$ cat config.mk
export PLATFORM = sky130hd
export DESIGN_NAME = rsca_alu
export DESIGN_NICKNAME = d
export VERILOG_FILES = /design/src/rsca_pkg.sv /design/src/rsca_sub_unit.sv /design/src/rsca_alu.sv
export SDC_FILE = /design/constraint.sdc
export NUM_CORES = 1
export LEC_CHECK = 0
export ABC_CLOCK_PERIOD_IN_PS = 1000
export BUFFER_PORTS_ARGS = -buffer_cell sky130_fd_sc_hd__buf_4
export CAP_MARGIN = 20
export CORE_MARGIN = 1
export CORE_UTILIZATION = 45
export CTS_BUF_LIST = sky130_fd_sc_hd__clkbuf_4
export CTS_CLUSTER_DIAMETER = 120
export DETAILED_ROUTE_END_ITERATION = 7
export PLACE_DENSITY = 0.78
export SLEW_MARGIN = 10
export SYNTH_ARGS = -nofsm -noshare
export SYNTH_HDL_FRONTEND = slang
export SYNTH_SLANG_ARGS = --single-unit
export TNS_END_PERCENT = 100
$ cat constraint.sdc
create_clock -name ref_clk -period 1 [get_ports ref_clk]
set_input_delay 0.15 -clock ref_clk [delete_from_list [all_inputs] [get_ports ref_clk]]
set_output_delay 0.15 -clock ref_clk [all_outputs]
set_load 0.03 [all_outputs]
$ cat src/rsca_pkg.sv
// Shared types and constants for the rotate and subtract-with-borrow datapath
package rsca_pkg;
   localparam int DATA_W = 8;
   localparam int NIBBLE_W = 4;
   localparam int MSB_POS = 7;
   localparam int NIBBLE_POS = 4;
   localparam logic [7:0] ACC_RESET = 8'h00;
   localparam logic [7:0] MEM_WR_RESET = 8'h00;
   localparam logic [5:0] FLAGS_RESET = 6'h00;
   localparam int RESULT_LATENCY = 1;

   typedef enum logic [1:0] {
      OP_ROT_RIGHT_CARRY_ACC = 2'h0,
      OP_SUB_BORROW_MEM_SRC = 2'h1,
      OP_SUB_BORROW_IMM = 2'h2,
      OP_SUB_BORROW_TO_MEM = 2'h3
   } rsca_op_type;

   typedef struct packed {
      logic overflowFlag;
      logic zeroFlag;
      logic auxCarryFlag;
      logic carryFlag;
      logic extraStatusFlagS;
      logic chainedZeroFlag;
   } rsca_flags_type;

   typedef struct packed {
      logic valid;
      rsca_op_type op;
      logic [7:0] memData;
      logic [7:0] immData;
   } rsca_req_type;

   typedef struct packed {
      logic valid;
      logic [7:0] acc;
      rsca_flags_type flags;
   } rsca_load_type;
endpackage

$ cat src/rsca_sub_unit.sv
// Combinational subtract-with-borrow core with flag generation
`timescale 1ns/100ps
module rsca_sub_unit (
   input wire logic [7:0] minuend,
   input wire logic [7:0] subtrahend,
   input wire rsca_pkg::rsca_flags_type flagsIn,
   output logic [7:0] diff,
   output rsca_pkg::rsca_flags_type flagsOut
);
   import rsca_pkg::*;

   logic [8:0] fullSum;
   logic [4:0] lowSum;
   logic overflow;

   // Subtraction as minuend plus inverted subtrahend plus carry
   always_comb begin
      fullSum = {1'b0, minuend} + {1'b0, ~subtrahend} + {8'h00, flagsIn.carryFlag};
      lowSum = {1'b0, minuend[3:0]} + {1'b0, ~subtrahend[3:0]} + {4'h0, flagsIn.carryFlag};
      diff = fullSum[7:0];
      overflow = (minuend[MSB_POS] != subtrahend[MSB_POS]) &&
                 (fullSum[MSB_POS] != minuend[MSB_POS]);
      flagsOut.overflowFlag = overflow; // [RULE8]
      flagsOut.zeroFlag = (fullSum[7:0] == 8'h00); // [RULE7]
      flagsOut.auxCarryFlag = lowSum[NIBBLE_POS]; // [RULE8]
      flagsOut.carryFlag = fullSum[DATA_W]; // [RULE6]
      flagsOut.extraStatusFlagS = fullSum[MSB_POS] ^ overflow; // [RULE7]
      flagsOut.chainedZeroFlag = (fullSum[7:0] == 8'h00) && flagsIn.chainedZeroFlag; // [RULE7]
   end
endmodule

$ cat src/rsca_alu.sv
// Rotate-through-carry and subtract-with-borrow datapath with accumulator and flags
//
// Contract
// (RULE1) Rotate right through carry: acc gets {C, m[7:1]}, C gets m[0].
// (RULE2) Rotate leaves memory untouched; only accumulator and carry change.
// (RULE3) Subtract with borrow, memory source: acc gets acc minus m minus not C.
// (RULE4) Subtract with borrow, immediate: acc gets acc minus imm minus not C.
// (RULE5) Subtract to memory: memory gets acc minus m minus not C; acc kept.
// (RULE6) Subtract clears carry on borrow, sets it when result zero or positive.
// (RULE7) All subtracts update overflow, zero, aux, carry and both extra flags.
// (RULE8) Eight-bit operands; overflow is signed, aux carry means no nibble borrow.
`timescale 1ns/100ps
module rsca_alu (
   input wire logic ref_clk,
   input wire logic rst_b,
   input wire rsca_pkg::rsca_req_type opReq,
   input wire rsca_pkg::rsca_load_type loadReq,
   output logic [7:0] acc,
   output rsca_pkg::rsca_flags_type flags,
   output logic memWrEn,
   output logic [7:0] memWrData,
   output logic opDone
);
   import rsca_pkg::*;

   logic rstMeta;
   logic rstSync;
   logic [7:0] subOperand;
   logic [7:0] subDiff;
   rsca_flags_type subFlags;
   logic isRotate;
   logic isSubtract;

   // Decodes one operation code on a live request
   function automatic logic opIs(input rsca_req_type req, input rsca_op_type code);
      return req.valid && (req.op == code);
   endfunction

   // Reset release through two flip-flops
   always_ff @(posedge ref_clk or negedge rst_b) begin
      if (!rst_b) begin
         rstMeta <= 1'b0;
         rstSync <= 1'b0;
      end else begin
         rstMeta <= 1'b1;
         rstSync <= rstMeta;
      end
   end

   always_comb begin
      isRotate = opIs(opReq, OP_ROT_RIGHT_CARRY_ACC);
      isSubtract = opReq.valid && (opReq.op != OP_ROT_RIGHT_CARRY_ACC);
      subOperand = (opReq.op == OP_SUB_BORROW_IMM) ? opReq.immData : opReq.memData; // [RULE4]
   end

   rsca_sub_unit subUnit (
      .minuend(acc),
      .subtrahend(subOperand),
      .flagsIn(flags),
      .diff(subDiff),
      .flagsOut(subFlags)
   );

   // Accumulator update
   always_ff @(posedge ref_clk or negedge rstSync) begin
      if (!rstSync) begin
         acc <= ACC_RESET;
      end else if (isRotate) begin
         acc <= {flags.carryFlag, opReq.memData[7:1]}; // [RULE1]
      end else if (isSubtract && (opReq.op != OP_SUB_BORROW_TO_MEM)) begin
         acc <= subDiff; // [RULE3] [RULE4]
      end else if (!opReq.valid && loadReq.valid) begin
         acc <= loadReq.acc;
      end
   end

   // Status flag update
   always_ff @(posedge ref_clk or negedge rstSync) begin
      if (!rstSync) begin
         flags <= FLAGS_RESET;
      end else if (isRotate) begin
         flags.carryFlag <= opReq.memData[0]; // [RULE1]
      end else if (isSubtract) begin
         flags <= subFlags; // [RULE6] [RULE7]
      end else if (loadReq.valid) begin
         flags <= loadReq.flags;
      end
   end

   // Data memory write-back, only for the subtract-to-memory form
   always_ff @(posedge ref_clk or negedge rstSync) begin
      if (!rstSync) begin
         memWrEn <= 1'b0;
         memWrData <= MEM_WR_RESET;
      end else begin
         memWrEn <= opIs(opReq, OP_SUB_BORROW_TO_MEM); // [RULE2] [RULE5]
         memWrData <= opIs(opReq, OP_SUB_BORROW_TO_MEM) ? subDiff : memWrData; // [RULE5]
      end
   end

   // Completion pulse
   always_ff @(posedge ref_clk or negedge rstSync) begin
      if (!rstSync) begin
         opDone <= 1'b0;
      end else begin
         opDone <= opReq.valid;
      end
   end

   // Reference values for the operand-dependent assertions
   logic [8:0] needMem;
   logic [8:0] needImm;
   logic [4:0] needNibble;
   logic [4:0] needNibbleImm;
   logic borrowIn;
   always_comb begin
      borrowIn = ~flags.carryFlag;
      needMem = {1'b0, opReq.memData} + {8'h00, borrowIn};
      needImm = {1'b0, opReq.immData} + {8'h00, borrowIn};
      needNibble = {1'b0, opReq.memData[3:0]} + {4'h0, borrowIn};
      needNibbleImm = {1'b0, opReq.immData[3:0]} + {4'h0, borrowIn};
   end
endmodule

==> results of run 1 <==
## repair_timing
item | in CTS | in global routing
hold buffers | 1 | 0
gates resized for setup | 61 | 37
hold endpoints to repair | 2 | 0
setup endpoints to repair | 46 | 46
setup buffers | 16 | 13
pin swaps | 12 | 12
## how the worst min path moves through the flow
stage               slack (ns)  cells past startpoint                 end
detailed placement       -0.07                      1   rstSync$_DFF_PN0_
floorplan                -0.15                      0   rstMeta$_DFF_PN0_
global route              0.09                      3  acc[3]$_DFFE_PN0P_
CTS                       0.07                      3  acc[3]$_DFFE_PN0P_
finish                    0.09                      3  acc[3]$_DFFE_PN0P_
global placement         -0.07                      1   rstSync$_DFF_PN0_
## where the power goes
| group | internal, W | switching (W) | leakage (nW) |
|---|---|---|---|
| sequential | 0.00131 | 0.000255 | 0.318 |
| combinational | 0.00245 | 0.00231 | 1.20 |
| clock | 0.000141 | 0.000322 | 0.0138 |
## registers in the layout, summed over array words and instances (netlist names)
| register | flops |
|---|---|
| flags | 6 |
| rstSync | 1 |
| acc | 8 |
| opDone | 1 |
| memWrData | 8 |
| rstMeta | 1 |
| memWrEn | 1 |
## cell families after synthesis
| group | after synthesis | synth area share |
|---|---|---|
| buf+inv | 14 | 0.0352 |
| xor+xnor | 5 | 0.0268 |
| compound gates | 48 | 0.186 |
| mux | 19 | 0.121 |
| simple gates | 50 | 0.141 |
| fa+ha+maj | 10 | 0.0902 |
| other cells | 1 | 0.00229 |
| flops | 26 | 0.398 |
## Yosys cell counts, types with 2 or more instances
cell       n  area share
o21ai_0   15       0.046
o31ai_1    5       0.023
nor2b_1    2      0.0076
a22oi_1    2      0.0092
o31a_1     2       0.011
xnor2_1    2       0.011
fa_1       3       0.037
buf_2      4       0.012
o22ai_1    3       0.011
a21oi_1    8       0.024
or3_1      2      0.0076
clkbuf_1   4      0.0092
nand2_1   18       0.041
mux2_2     6       0.041
nor4_1     2      0.0076
nor2_1    14       0.032
xor2_1     3       0.016
inv_1      6       0.014
ha_1       7       0.054
mux2i_1   13       0.080
nand3_1    4       0.012
nand2b_1   4       0.015
a21o_1     2      0.0092
a211oi_1   3       0.014
o21a_1     4       0.018
dfrtp_1   26        0.40
## worst register-to-register path, cell delays in order, from the launching register on
cell	delay (ns)
dfrtp_1	0.41
inv_2	0.06
fa_2	0.40
nand2b_4	0.17
a21oi_4	0.13
o31a_1	0.22
o21a_1	0.17
nor2_2	0.06
fa_2	0.56
nand2_1	0.10
nor4_2	0.16
nand3_1	0.16
o31ai_1	0.25
## area by class of cell
type                            instances  share of cell area
Multi-Input combinational cell        133               0.382
Inverter                                6             0.00716
Tap cell                               46              0.0183
Clock buffer                            3             0.00716
Timing Repair Buffer                  136               0.379
Sequential cell                        26               0.207
## metal layers
metal | GRT usage | part of all wire | up-vias | routed length [µm]
met2 | 0.603 | 0.48 | 178 | 3910
met1 | 0.396 | 0.36 | 1046 | 2890
li1 | - | - | 883 | -
met3 | 0.0551 | 0.082 | 71 | 668
met4 | 0.218 | 0.077 | 2 | 628
met5 | 0 | 0.0016 | - | 13
## metrics by stage
step           instances  hold slack, ns
2_1_floorplan        173          -0.146
5_1_grt              350          0.0885
4_1_cts              338          0.0715
3_3_place_gp         320         -0.0668
3_5_place_dp         320         -0.0665
6_report             350          0.0912
==> metrics.md, run 1 <==
| Metric | Value |
|---|---|
| IO buf count | `around 60` |
| Top library cells by usage in the layout, fill and taps aside | `buf_4, buf_6, dfrtp_1, nand2_1, mux2i_1` |
| RR Startpoint | `acc[0]$_DFFE_PN0P_` |
| Synthesis warning total | `0` |
| First-pass GRT wire length | `10,300 µm` |
| Number of buffers on the longest clock path | `2` |
| Worst-case setup slack after placement | `-2.03 ns` |
| Post-synthesis register bit count | `26` |
| GRT overflow | `0` |
| Post-route setup TNS | `-31.97 ns` |
| Post-layout net count | `about 350` |
| Timing endpoint of the critical path | `flags[0]$_DFFE_PN0P_` |
| Critical Path Max Stage Delay | `roughly 0.56 ns` |
| Buffering stage count on the worst path with inverters included | `1` |
| Overall via count from detail_route | `2,180` |
| Wirelength, routed | `~8100 µm` |
| Count of unresolved DRC violations after routing | `0` |
| Placer Congestion | `0.918` |
| CP Capture Type | `flop` |
| I/O pin count | `60` |
| Post-route clock period utilization | `2.94` |
| Violation count after the first detailed-routing iteration | `190` |
| Post-layout utilization of the core | `0.921` |
| Result of the run | `finished, violations left` |
| Starting utilization of the core area | `0.479` |
| Storage cell area | `651 µm²` |
| Root buffer selected by CTS | `clkbuf_4` |
| CTS buffer count | `3` |
| Cell family contributing the most delay on the critical path | `adder cells` |
| Static power due to leakage | `between 1.5 and 2 nW` |
| Cell-by-cell trace of the critical path | `inv_2 -> fa_2 -> nand2b_4 -> a21oi_4 -> o31a_1 -> o21a_1 -> nor2_2 -> fa_2 -> nand2_1 -> nor4_2 -> nand3_1 -> o31ai_1` |
| Count of distinct cell types in the synthesized netlist | `35` |
| Category of the worst setup path launch point | `flop` |
| Number of cells on the critical path | `12` |
| Total core area | `3420 µm²` |
| Number of failing setup endpoints in the final timing report | `46` |
| Count of antenna diodes in the layout | `0` |
| Maximum net fanout on the critical path | `2` |
| Fin crit period | `slightly below 3 ns` |
| Number of global-route vias before repair | `2,094` |
| Final standard cell area without fillers | `3150 µm²` |
| Launch point of the worst path | `acc[0]$_DFFE_PN0P_` |
| Pwr per Cell Area | `2160 nW/µm²` |
| Worst min-delay path category | `in -> reg` |
| Overall die height | `62.3 µm` |
| Die width | `between 60 and 70 µm` |
| Total area of multi-input combinational cells | `1200 µm²` |
| Number of placement rows | `21` |
| Antenna violations before repair | `1` |
| DR WL/cell | `23.2 µm` |
| Peak supply drop | `1.35 mV` |
| Min-Delay Startpoint | `opReq[12]` |
| Failing checks | `setup timing` |
| Proportion of synthesized flip-flops having asynchronous set or reset | `1.00` |
| Flop-to-flop setup slack | `-1.94 ns` |
| PnR worst setup slack | `-1.94 ns` |
| Count of flip-flops with a built-in enable after synthesis | `0` |
| Maximum number of pins on one net before global-route repair | `25` |
| CTS Sinks | `26` |
| Unrepaired setup endpoints after global routing | `true` |
| Slew headroom | `0.617` |
| Dpl cell area | `between 2000 and 3000 µm²` |
| Clock slew at the register clock pins of the worst setup and hold paths | `about 0.14 ns` |
| Worst Reg2Reg Path Length in Cells | `12` |
| Final slew viol count | `0` |
| Post-Syn Area per Cell | `approximately 9.5 µm²` |
| Detailed placer's ending HPWL | `slightly below 4000 µm` |
| Dominant synthesized flop cell | `dfrtp_1` |
| Proportion of layout cells with a drive suffix above 1 | `0.622` |
| Slowest-stage cell, CP | `fa_2` |
| Total global routing track utilization | `0.347` |
| Post-Syn Nets | `~220` |
| Slew at the pin closest to its max-slew limit | `around 0.57 ns` |
| Max-cap violations | `0` |
| CTS H-Tree Depth | `1` |
| Remaining number of nets flagged by the antenna check after routing | `0` |
| Area of the die | `roughly 3900 µm²` |
| Layout area overhead | `92.3%` |
| Worst Skew | `0.00472 ns` |
| Most common cell on crit path | `fa_2` |
| Portion of the post-synthesis area used by sequential elements | `0.398` |
| Maximum clock frequency | `approximately 340 MHz` |
| Vias per cell | `6.23` |
| CP Data Required Time | `roughly 1.2 ns` |
| Clock latency reported for the late side of the worst-skew pair | `approximately 0.32 ns` |
| RR Endpoint | `flags[0]$_DFFE_PN0P_` |
| Synth Instances | `roughly 170` |
| Category of the most critical setup path | `reg -> reg` |
| Most common library cell in the layout ignoring fill and taps | `buf_4` |
| Number of endpoints with negative hold slack in the final report | `0` |
| Post-route total power | `0.00680 W` |
| Worst endpoint data arrival time | `~3.2 ns` |
| First-pass detailed-route iteration total | `5` |
| CTS tree | `built` |
| Final-layout fill cell count | `around 120` |
| Netlist Area Pre-Place | `1640 µm²` |
Note: power is estimated with default switching activity, not from simulation.
==> inputs of run 2 (changes only) <==
--- a/config.mk
+++ b/config.mk
@@ -9,11 +9,11 @@
 export BUFFER_PORTS_ARGS = -buffer_cell sky130_fd_sc_hd__buf_4
 export CAP_MARGIN = 20
 export CORE_MARGIN = 1
-export CORE_UTILIZATION = 45
+export CORE_UTILIZATION = 25
 export CTS_BUF_LIST = sky130_fd_sc_hd__clkbuf_4
 export CTS_CLUSTER_DIAMETER = 120
 export DETAILED_ROUTE_END_ITERATION = 7
-export PLACE_DENSITY = 0.78
+export PLACE_DENSITY = 0.5
 export SLEW_MARGIN = 10
 export SYNTH_ARGS = -nofsm -noshare
 export SYNTH_HDL_FRONTEND = slang
==> metrics.md, run 2 (same netlist as run 1, synthesis figures left out) <==
| Metric | Value |
|---|---|
| Fraction of power consumed by combinational cells | `0.652` |
| Static power due to leakage | `~1.5 nW` |
| Number of global-route vias before repair | `1,868` |
| Detailed placer's ending HPWL | `4220 µm` |
| Sw Ratio | `0.384` |
| Category of the most critical setup path | `reg -> reg` |
| CTS H-Tree Depth | `1` |
| Final-layout fill cell count | `a little under 600` |
| Starting utilization of the core area | `0.258` |
| Result of the run | `finished, violations left` |
| Maximum number of pins on one net before global-route repair | `25` |
| Wirelength, routed | `approximately 5600 µm` |
| I/O pin count | `60` |
| CTS buffer count | `3` |
| PnR worst setup slack | `-1.77 ns` |
| Dpl cell area | `between 2000 and 3000 µm²` |
| IO buf count | `about 60` |
| Maximum net fanout on the critical path | `3` |
| CTS Sinks | `26` |
| Violation count after the first detailed-routing iteration | `65` |
| Worst endpoint data arrival time | `approximately 3.0 ns` |
| Top library cells by usage in the layout, fill and taps aside | `buf_4, buf_6, dfrtp_1, nand2_1, mux2i_1` |
| First-pass detailed-route iteration total | `4` |
| Post-route clock period utilization | `2.77` |
| Cell-by-cell trace of the critical path | `inv_2 -> fa_2 -> nand2b_4 -> a21oi_4 -> o31a_1 -> o21a_1 -> nor2_2 -> fa_2 -> nand2_1 -> nor4_2 -> nand3_1 -> o31ai_2` |
| Number of failing setup endpoints in the final timing report | `46` |
| Post-layout net count | `approximately 350` |
| Die width | `between 80 and 90 µm` |
| Root buffer selected by CTS | `clkbuf_4` |
| Storage cell area | `~650 µm²` |
| Final slew viol count | `0` |
| Maximum clock frequency | `roughly 360 MHz` |
| DR WL/cell | `roughly 15 µm` |
| Vias per cell | `4.67` |
| Worst Skew | `0.00372 ns` |
| Number of placement rows | `29` |
| Total area of multi-input combinational cells | `between 1000 and 1500 µm²` |
| Met1 usage | `0.222` |
| Buffering stage count on the worst path with inverters included | `1` |
| Peak supply drop | `1.10 mV` |
| GR Layer Usage met3 | `0.0209` |
| Worst hold margin | `0.0879 ns` |
| GRT overflow | `0` |
| GR Util met2 | `0.279` |
| Number of cells in the finished layout apart from fillers | `between 300 and 400` |
| Unrepaired setup endpoints after global routing | `true` |
| Overall via count from detail_route | `roughly 1,800` |
| Most common cell on crit path | `fa_2` |
| Worst min-delay path category | `in -> reg` |
| Placer Congestion | `approximately 0.85` |
| Number of buffers on the longest clock path | `2` |
| Number of cells after detailed placement | `between 300 and 400` |
| Cell family contributing the most delay on the critical path | `adder cells` |
| Slowest-stage cell, CP | `fa_2` |
| Internal Dissipation | `a little over 0.004 W` |
| CP Capture Type | `flop` |
| Net load switching power | `roughly 0.0025 W` |
| Failing checks | `setup timing` |
| Count of antenna diodes in the layout | `0` |
| Antenna violations before repair | `0` |
| Clock latency reported for the late side of the worst-skew pair | `roughly 0.33 ns` |
| Overall die height | `about 83 µm` |
| Proportion of power drawn by flip-flops and latches | `0.231` |
| Clock slew at the register clock pins of the worst setup and hold paths | `0.16 ns` |
| Proportion of layout cells with a drive suffix above 1 | `0.597` |
| Category of the worst setup path launch point | `flop` |
| Layout area overhead | `93.3%` |
| First-pass GRT wire length | `approximately 9100 µm` |
| Max-cap violations | `0` |
| Final standard cell area without fillers | `3160 µm²` |
| Number of endpoints with negative hold slack in the final report | `0` |
| Critical Path Max Stage Delay | `roughly 0.53 ns` |
| Part of the total power dissipated in the clock network | `0.117` |
| Most heavily used metal layer in global routing | `met2` |
| Fin crit period | `~2.8 ns` |
| CTS tree | `built` |
| Pwr per Cell Area | `2080 nW/µm²` |
| Total core area | `roughly 6300 µm²` |
| Most common library cell in the layout ignoring fill and taps | `buf_4` |
| CP Data Required Time | `between 1 and 1.5 ns` |
| Area of the die | `6870 µm²` |
| Remaining number of nets flagged by the antenna check after routing | `0` |
| Post-route total power | `~0.0066 W` |
| Regs by FF count | `acc: 8 flops, memWrData: 8 flops, flags: 6 flops` |
| Total global routing track utilization | `0.163` |
| Count of unresolved DRC violations after routing | `0` |
run 2: worst reg2reg max path, delay by kind of cell, from the launching register on:
family | cells | cell delay, ns
compound gates | 4 | 0.74
simple gates | 5 | 0.58
flops | 1 | 0.41
buf+inv | 1 | 0.05
fa+ha+maj | 2 | 0.91
run 2: final timing paths:
check	cells past startpoint	startpoint	to	slack, ns
worst max-delay path	12	acc[0]$_DFFE_PN0P_	flags[0]$_DFFE_PN0P_	-1.77
worst min-delay path	3	loadReq[12]	acc[6]$_DFFE_PN0P_	0.09
worst max register to register	12	acc[0]$_DFFE_PN0P_	flags[0]$_DFFE_PN0P_	-1.77
worst min register to register	1	rstSync$_DFF_PN0_	acc[7]$_DFFE_PN0P_	0.23
max in group asynchronous	1	rstSync$_DFF_PN0_	acc[2]$_DFFE_PN0P_	0.53
min in group asynchronous	2	rst_b	rstMeta$_DFF_PN0_	0.10
run 2: layer usage:
metal  routed length, µm  share of wire
met1                2530           0.45
met2                2780           0.50
met3                 216          0.039
met4                  32         0.0058
met5                   0              0
run 2: power by group through the flow:
stage | sequential [W] | combinational, W | clock [W]
final | 0.00152 | 0.00428 | 0.000768
after global routing | 0.00155 | 0.00458 | 0.000826
after CTS | 0.00152 | 0.00390 | 0.000778
after detailed placement | 0.00149 | 0.00310 | 0
after global placement | 0.00149 | 0.00311 | 0
after floorplan | 0.00204 | 0.00105 | 0
run 2: metrics by stage:
stage	setup slack (ns)	utilization	TNS, ns
after floorplan	-1.96	-	-26.81
final	-1.77	0.498	-28.72
after CTS	-1.76	0.473	-27.06
after global placement	-1.93	0.409	-28.94
after detailed placement	-2.02	0.409	-29.06
after global routing	-1.94	0.498	-31.87
run 2: what timing repair did:
item / CTS / global route
resized for setup: 63 / 26
hold buffers: 2 / 0
pin swaps: 11 / 17
buffers inserted: 12 / 12
endpoints found under the setup margin: 46 / 46
endpoints found under the hold margin: 3 / 0
run 2: area by class of cell:
| type | instances | area share |
|---|---|---|
| repair buffers | 136 | 0.376 |
| clock inverters | 1 | 0.00949 |
| multi-input cells | 133 | 0.364 |
| well taps | 77 | 0.0305 |
| flip-flops and latches | 26 | 0.206 |
| inverters | 6 | 0.00712 |
| clock buffers | 3 | 0.00712 |
==> inputs of run 3 (changes only) <==
--- a/config.mk
+++ b/config.mk
@@ -5,15 +5,15 @@
 export SDC_FILE = /design/constraint.sdc
 export NUM_CORES = 1
 export LEC_CHECK = 0
-export ABC_CLOCK_PERIOD_IN_PS = 1000
-export BUFFER_PORTS_ARGS = -buffer_cell sky130_fd_sc_hd__buf_4
+export ABC_CLOCK_PERIOD_IN_PS = 2200
+export BUFFER_PORTS_ARGS = -buffer_cell sky130_fd_sc_hd__buf_2
 export CAP_MARGIN = 20
 export CORE_MARGIN = 1
 export CORE_UTILIZATION = 25
 export CTS_BUF_LIST = sky130_fd_sc_hd__clkbuf_4
 export CTS_CLUSTER_DIAMETER = 120
 export DETAILED_ROUTE_END_ITERATION = 7
-export PLACE_DENSITY = 0.5
+export PLACE_DENSITY = 0.52
 export SLEW_MARGIN = 10
 export SYNTH_ARGS = -nofsm -noshare
 export SYNTH_HDL_FRONTEND = slang
==> constraint.sdc (replaced) <==
create_clock -name ref_clk -period 2.2 [get_ports ref_clk]
set_input_delay 0.33 -clock ref_clk [delete_from_list [all_inputs] [get_ports ref_clk]]
set_output_delay 0.33 -clock ref_clk [all_outputs]
set_load 0.03 [all_outputs]
==> metrics.md, run 3 (same netlist as run 1, synthesis figures left out) <==
| Metric | Value |
|---|---|
| Number of failing setup endpoints in the final timing report | `15` |
| Count of antenna diodes in the layout | `0` |
| Cell family contributing the most delay on the critical path | `adder cells` |
| Die width | `between 80 and 90 µm` |
| Placer Congestion | `~0.8` |
| Peak supply drop | `approximately 0.36 mV` |
| Fin crit period | `roughly 2.8 ns` |
| Min-Delay Startpoint | `opReq[18]` |
| Category of the most critical setup path | `in -> reg` |
| Vias per cell | `between 4 and 5` |
| Slowest-stage cell, CP | `fa_2` |
| Count of unresolved DRC violations after routing | `0` |
| Number of global-route vias before repair | `~1,700` |
| CTS tree | `built` |
| Overall die height | `82.9 µm` |
| Post-route total power | `0.00257 W` |
| Slew at the pin closest to its max-slew limit | `between 0.8 and 0.9 ns` |
| Wirelength, routed | `around 5300 µm` |
| Most common library cell in the layout ignoring fill and taps | `buf_2` |
| I/O pin count | `60` |
| Post-layout net count | `324` |
| Regs by FF count | `acc: 8 flops, memWrData: 8 flops, flags: 6 flops` |
| Layout area overhead | `61.4%` |
| CTS buffer count | `3` |
| Maximum clock frequency | `about 360 MHz` |
| First-pass GRT wire length | `roughly 8400 µm` |
| Maximum net fanout on the critical path | `3` |
| Failing checks | `setup timing` |
| RR Endpoint | `flags[0]$_DFFE_PN0P_` |
| Slew headroom | `0.435` |
| Maximum number of pins on one net before global-route repair | `25` |
| Unrepaired setup endpoints after global routing | `true` |
| Worst Skew | `between 0.005 and 0.006 ns` |
| Number of cells on the critical path | `14` |
| Critical Path Max Stage Delay | `roughly 0.55 ns` |
| CTS Sinks | `26` |
| IO buf count | `59` |
| Remaining number of nets flagged by the antenna check after routing | `0` |
| CP Data Required Time | `around 2.5 ns` |
| Pwr per Cell Area | `974 nW/µm²` |
| Top library cells by usage in the layout, fill and taps aside | `buf_2, buf_4, dfrtp_1, nand2_1, mux2i_1` |
| Clock slew at the register clock pins of the worst setup and hold paths | `0.16 ns` |
| RR Startpoint | `acc[0]$_DFFE_PN0P_` |
| Number of endpoints with negative hold slack in the final report | `0` |
| Post-layout utilization of the core | `0.416` |
| CP Capture Type | `flop` |
| Violation count after the first detailed-routing iteration | `97` |
| Total global routing track utilization | `0.152` |
| Proportion of layout cells with a drive suffix above 1 | `0.531` |
| Root buffer selected by CTS | `clkbuf_4` |
| Overall via count from detail_route | `approximately 1,700` |
| First-pass detailed-route iteration total | `5` |
| Clock latency reported for the late side of the worst-skew pair | `approximately 0.33 ns` |
| Static power due to leakage | `~1.3 nW` |
| Max-cap violations | `0` |
| Worst Reg2Reg Path Length in Cells | `12` |
| Post-route clock period utilization | `1.27` |
| Worst endpoint data arrival time | `3.05 ns` |
| GRT overflow | `0` |
| Buffering stage count on the worst path with inverters included | `1` |
| Worst hold path stage count | `1` |
| Cell-by-cell trace of the critical path | `buf_6 -> nand2b_4 -> mux2_4 -> fa_2 -> nand2b_4 -> a21oi_4 -> o31a_1 -> o21a_1 -> nor2_2 -> fa_2 -> nand2_2 -> nor4_2 -> nand3_1 -> o31ai_2` |
| Result of the run | `finished, violations left` |
| Total core area | `6350 µm²` |
| PnR worst setup slack | `-0.592 ns` |
| Destination of the worst hold path | `opDone$_DFF_PN0_` |
| DR WL/cell | `about 15 µm` |
| Category of the worst setup path launch point | `input port` |
| Number of buffers on the longest clock path | `2` |
| Number of placement rows | `29` |
| Starting utilization of the core area | `0.258` |
| Final slew viol count | `0` |
| Worst min-delay path category | `in -> reg` |
| Post-route setup TNS | `-5.95 ns` |
| Flop-to-flop setup slack | `-0.53 ns` |
| Area of the die | `slightly below 7000 µm²` |
| Detailed placer's ending HPWL | `around 4000 µm` |
| Antenna violations before repair | `0` |
| CTS H-Tree Depth | `1` |
## run 3: worst max-delay path by stage
stage,end,start
2_1_floorplan,flags[0]$_DFFE_PN0P_,opReq[16]
3_3_place_gp,flags[0]$_DFFE_PN0P_,opReq[16]
3_5_place_dp,flags[0]$_DFFE_PN0P_,opReq[16]
4_1_cts,flags[0]$_DFFE_PN0P_,opReq[16]
5_1_grt,flags[0]$_DFFE_PN0P_,opReq[16]
6_report,flags[0]$_DFFE_PN0P_,opReq[16]
## run 3: cell type report
class                      count  area [µm²]
inverter                       6        25.0
clock buffer                   3        22.5
sequential                    26         651
fill                         644        3710
timing repair buffer         108         722
clock inverter                 1        30.0
tap                           77        96.3
multi-input combinational    133        1090
## run 3: repair_timing
action                     4_1_cts  5_1_grt
hold buffers                     1        0
pin swaps                       11       17
setup buffers                    9        3
resized for setup               15       28
setup endpoints to repair        9       16
hold endpoints to repair         2        0
## run 3: worst reg2reg max path, delay by kind of cell, from the launching register on
kind / cells / cell delay [ns]
and+or+nand+nor: 5 / 0.57
AOI/OAI and AO/OA: 4 / 0.70
buffers and inverters: 1 / 0.05
DFF: 1 / 0.40
adders and majority gates: 2 / 0.94
## run 3: through the flow
| stage | instances | hold slack [ns] | setup slack, ns | instance area (µm²) |
|---|---|---|---|---|
| 6_report | 354 | 0.225 | -0.592 | 2640 |
| 5_1_grt | 354 | 0.199 | -0.708 | 2640 |
| 4_1_cts | 352 | 0.212 | -0.585 | 2490 |
| 3_5_place_dp | 338 | 0.117 | -1.07 | 2320 |
| 3_3_place_gp | 338 | 0.115 | -0.950 | 2320 |
| 2_1_floorplan | 173 | 0.0344 | -0.940 | 1690 |
## run 3: power by group
group	internal, W	switching (W)	leakage [nW]
combinational	0.000737	0.000819	0.977
clock	0.000184	0.000162	0.0279
sequential	0.000596	0.0000741	0.318
total	0.00152	0.00105	1.32
## run 3: routing by layer
metal	global-route usage	wire length (µm)
met3	0.0219	249
met1	0.197	2300
met5	0	0
met4	0.0376	123
met2	0.265	2610
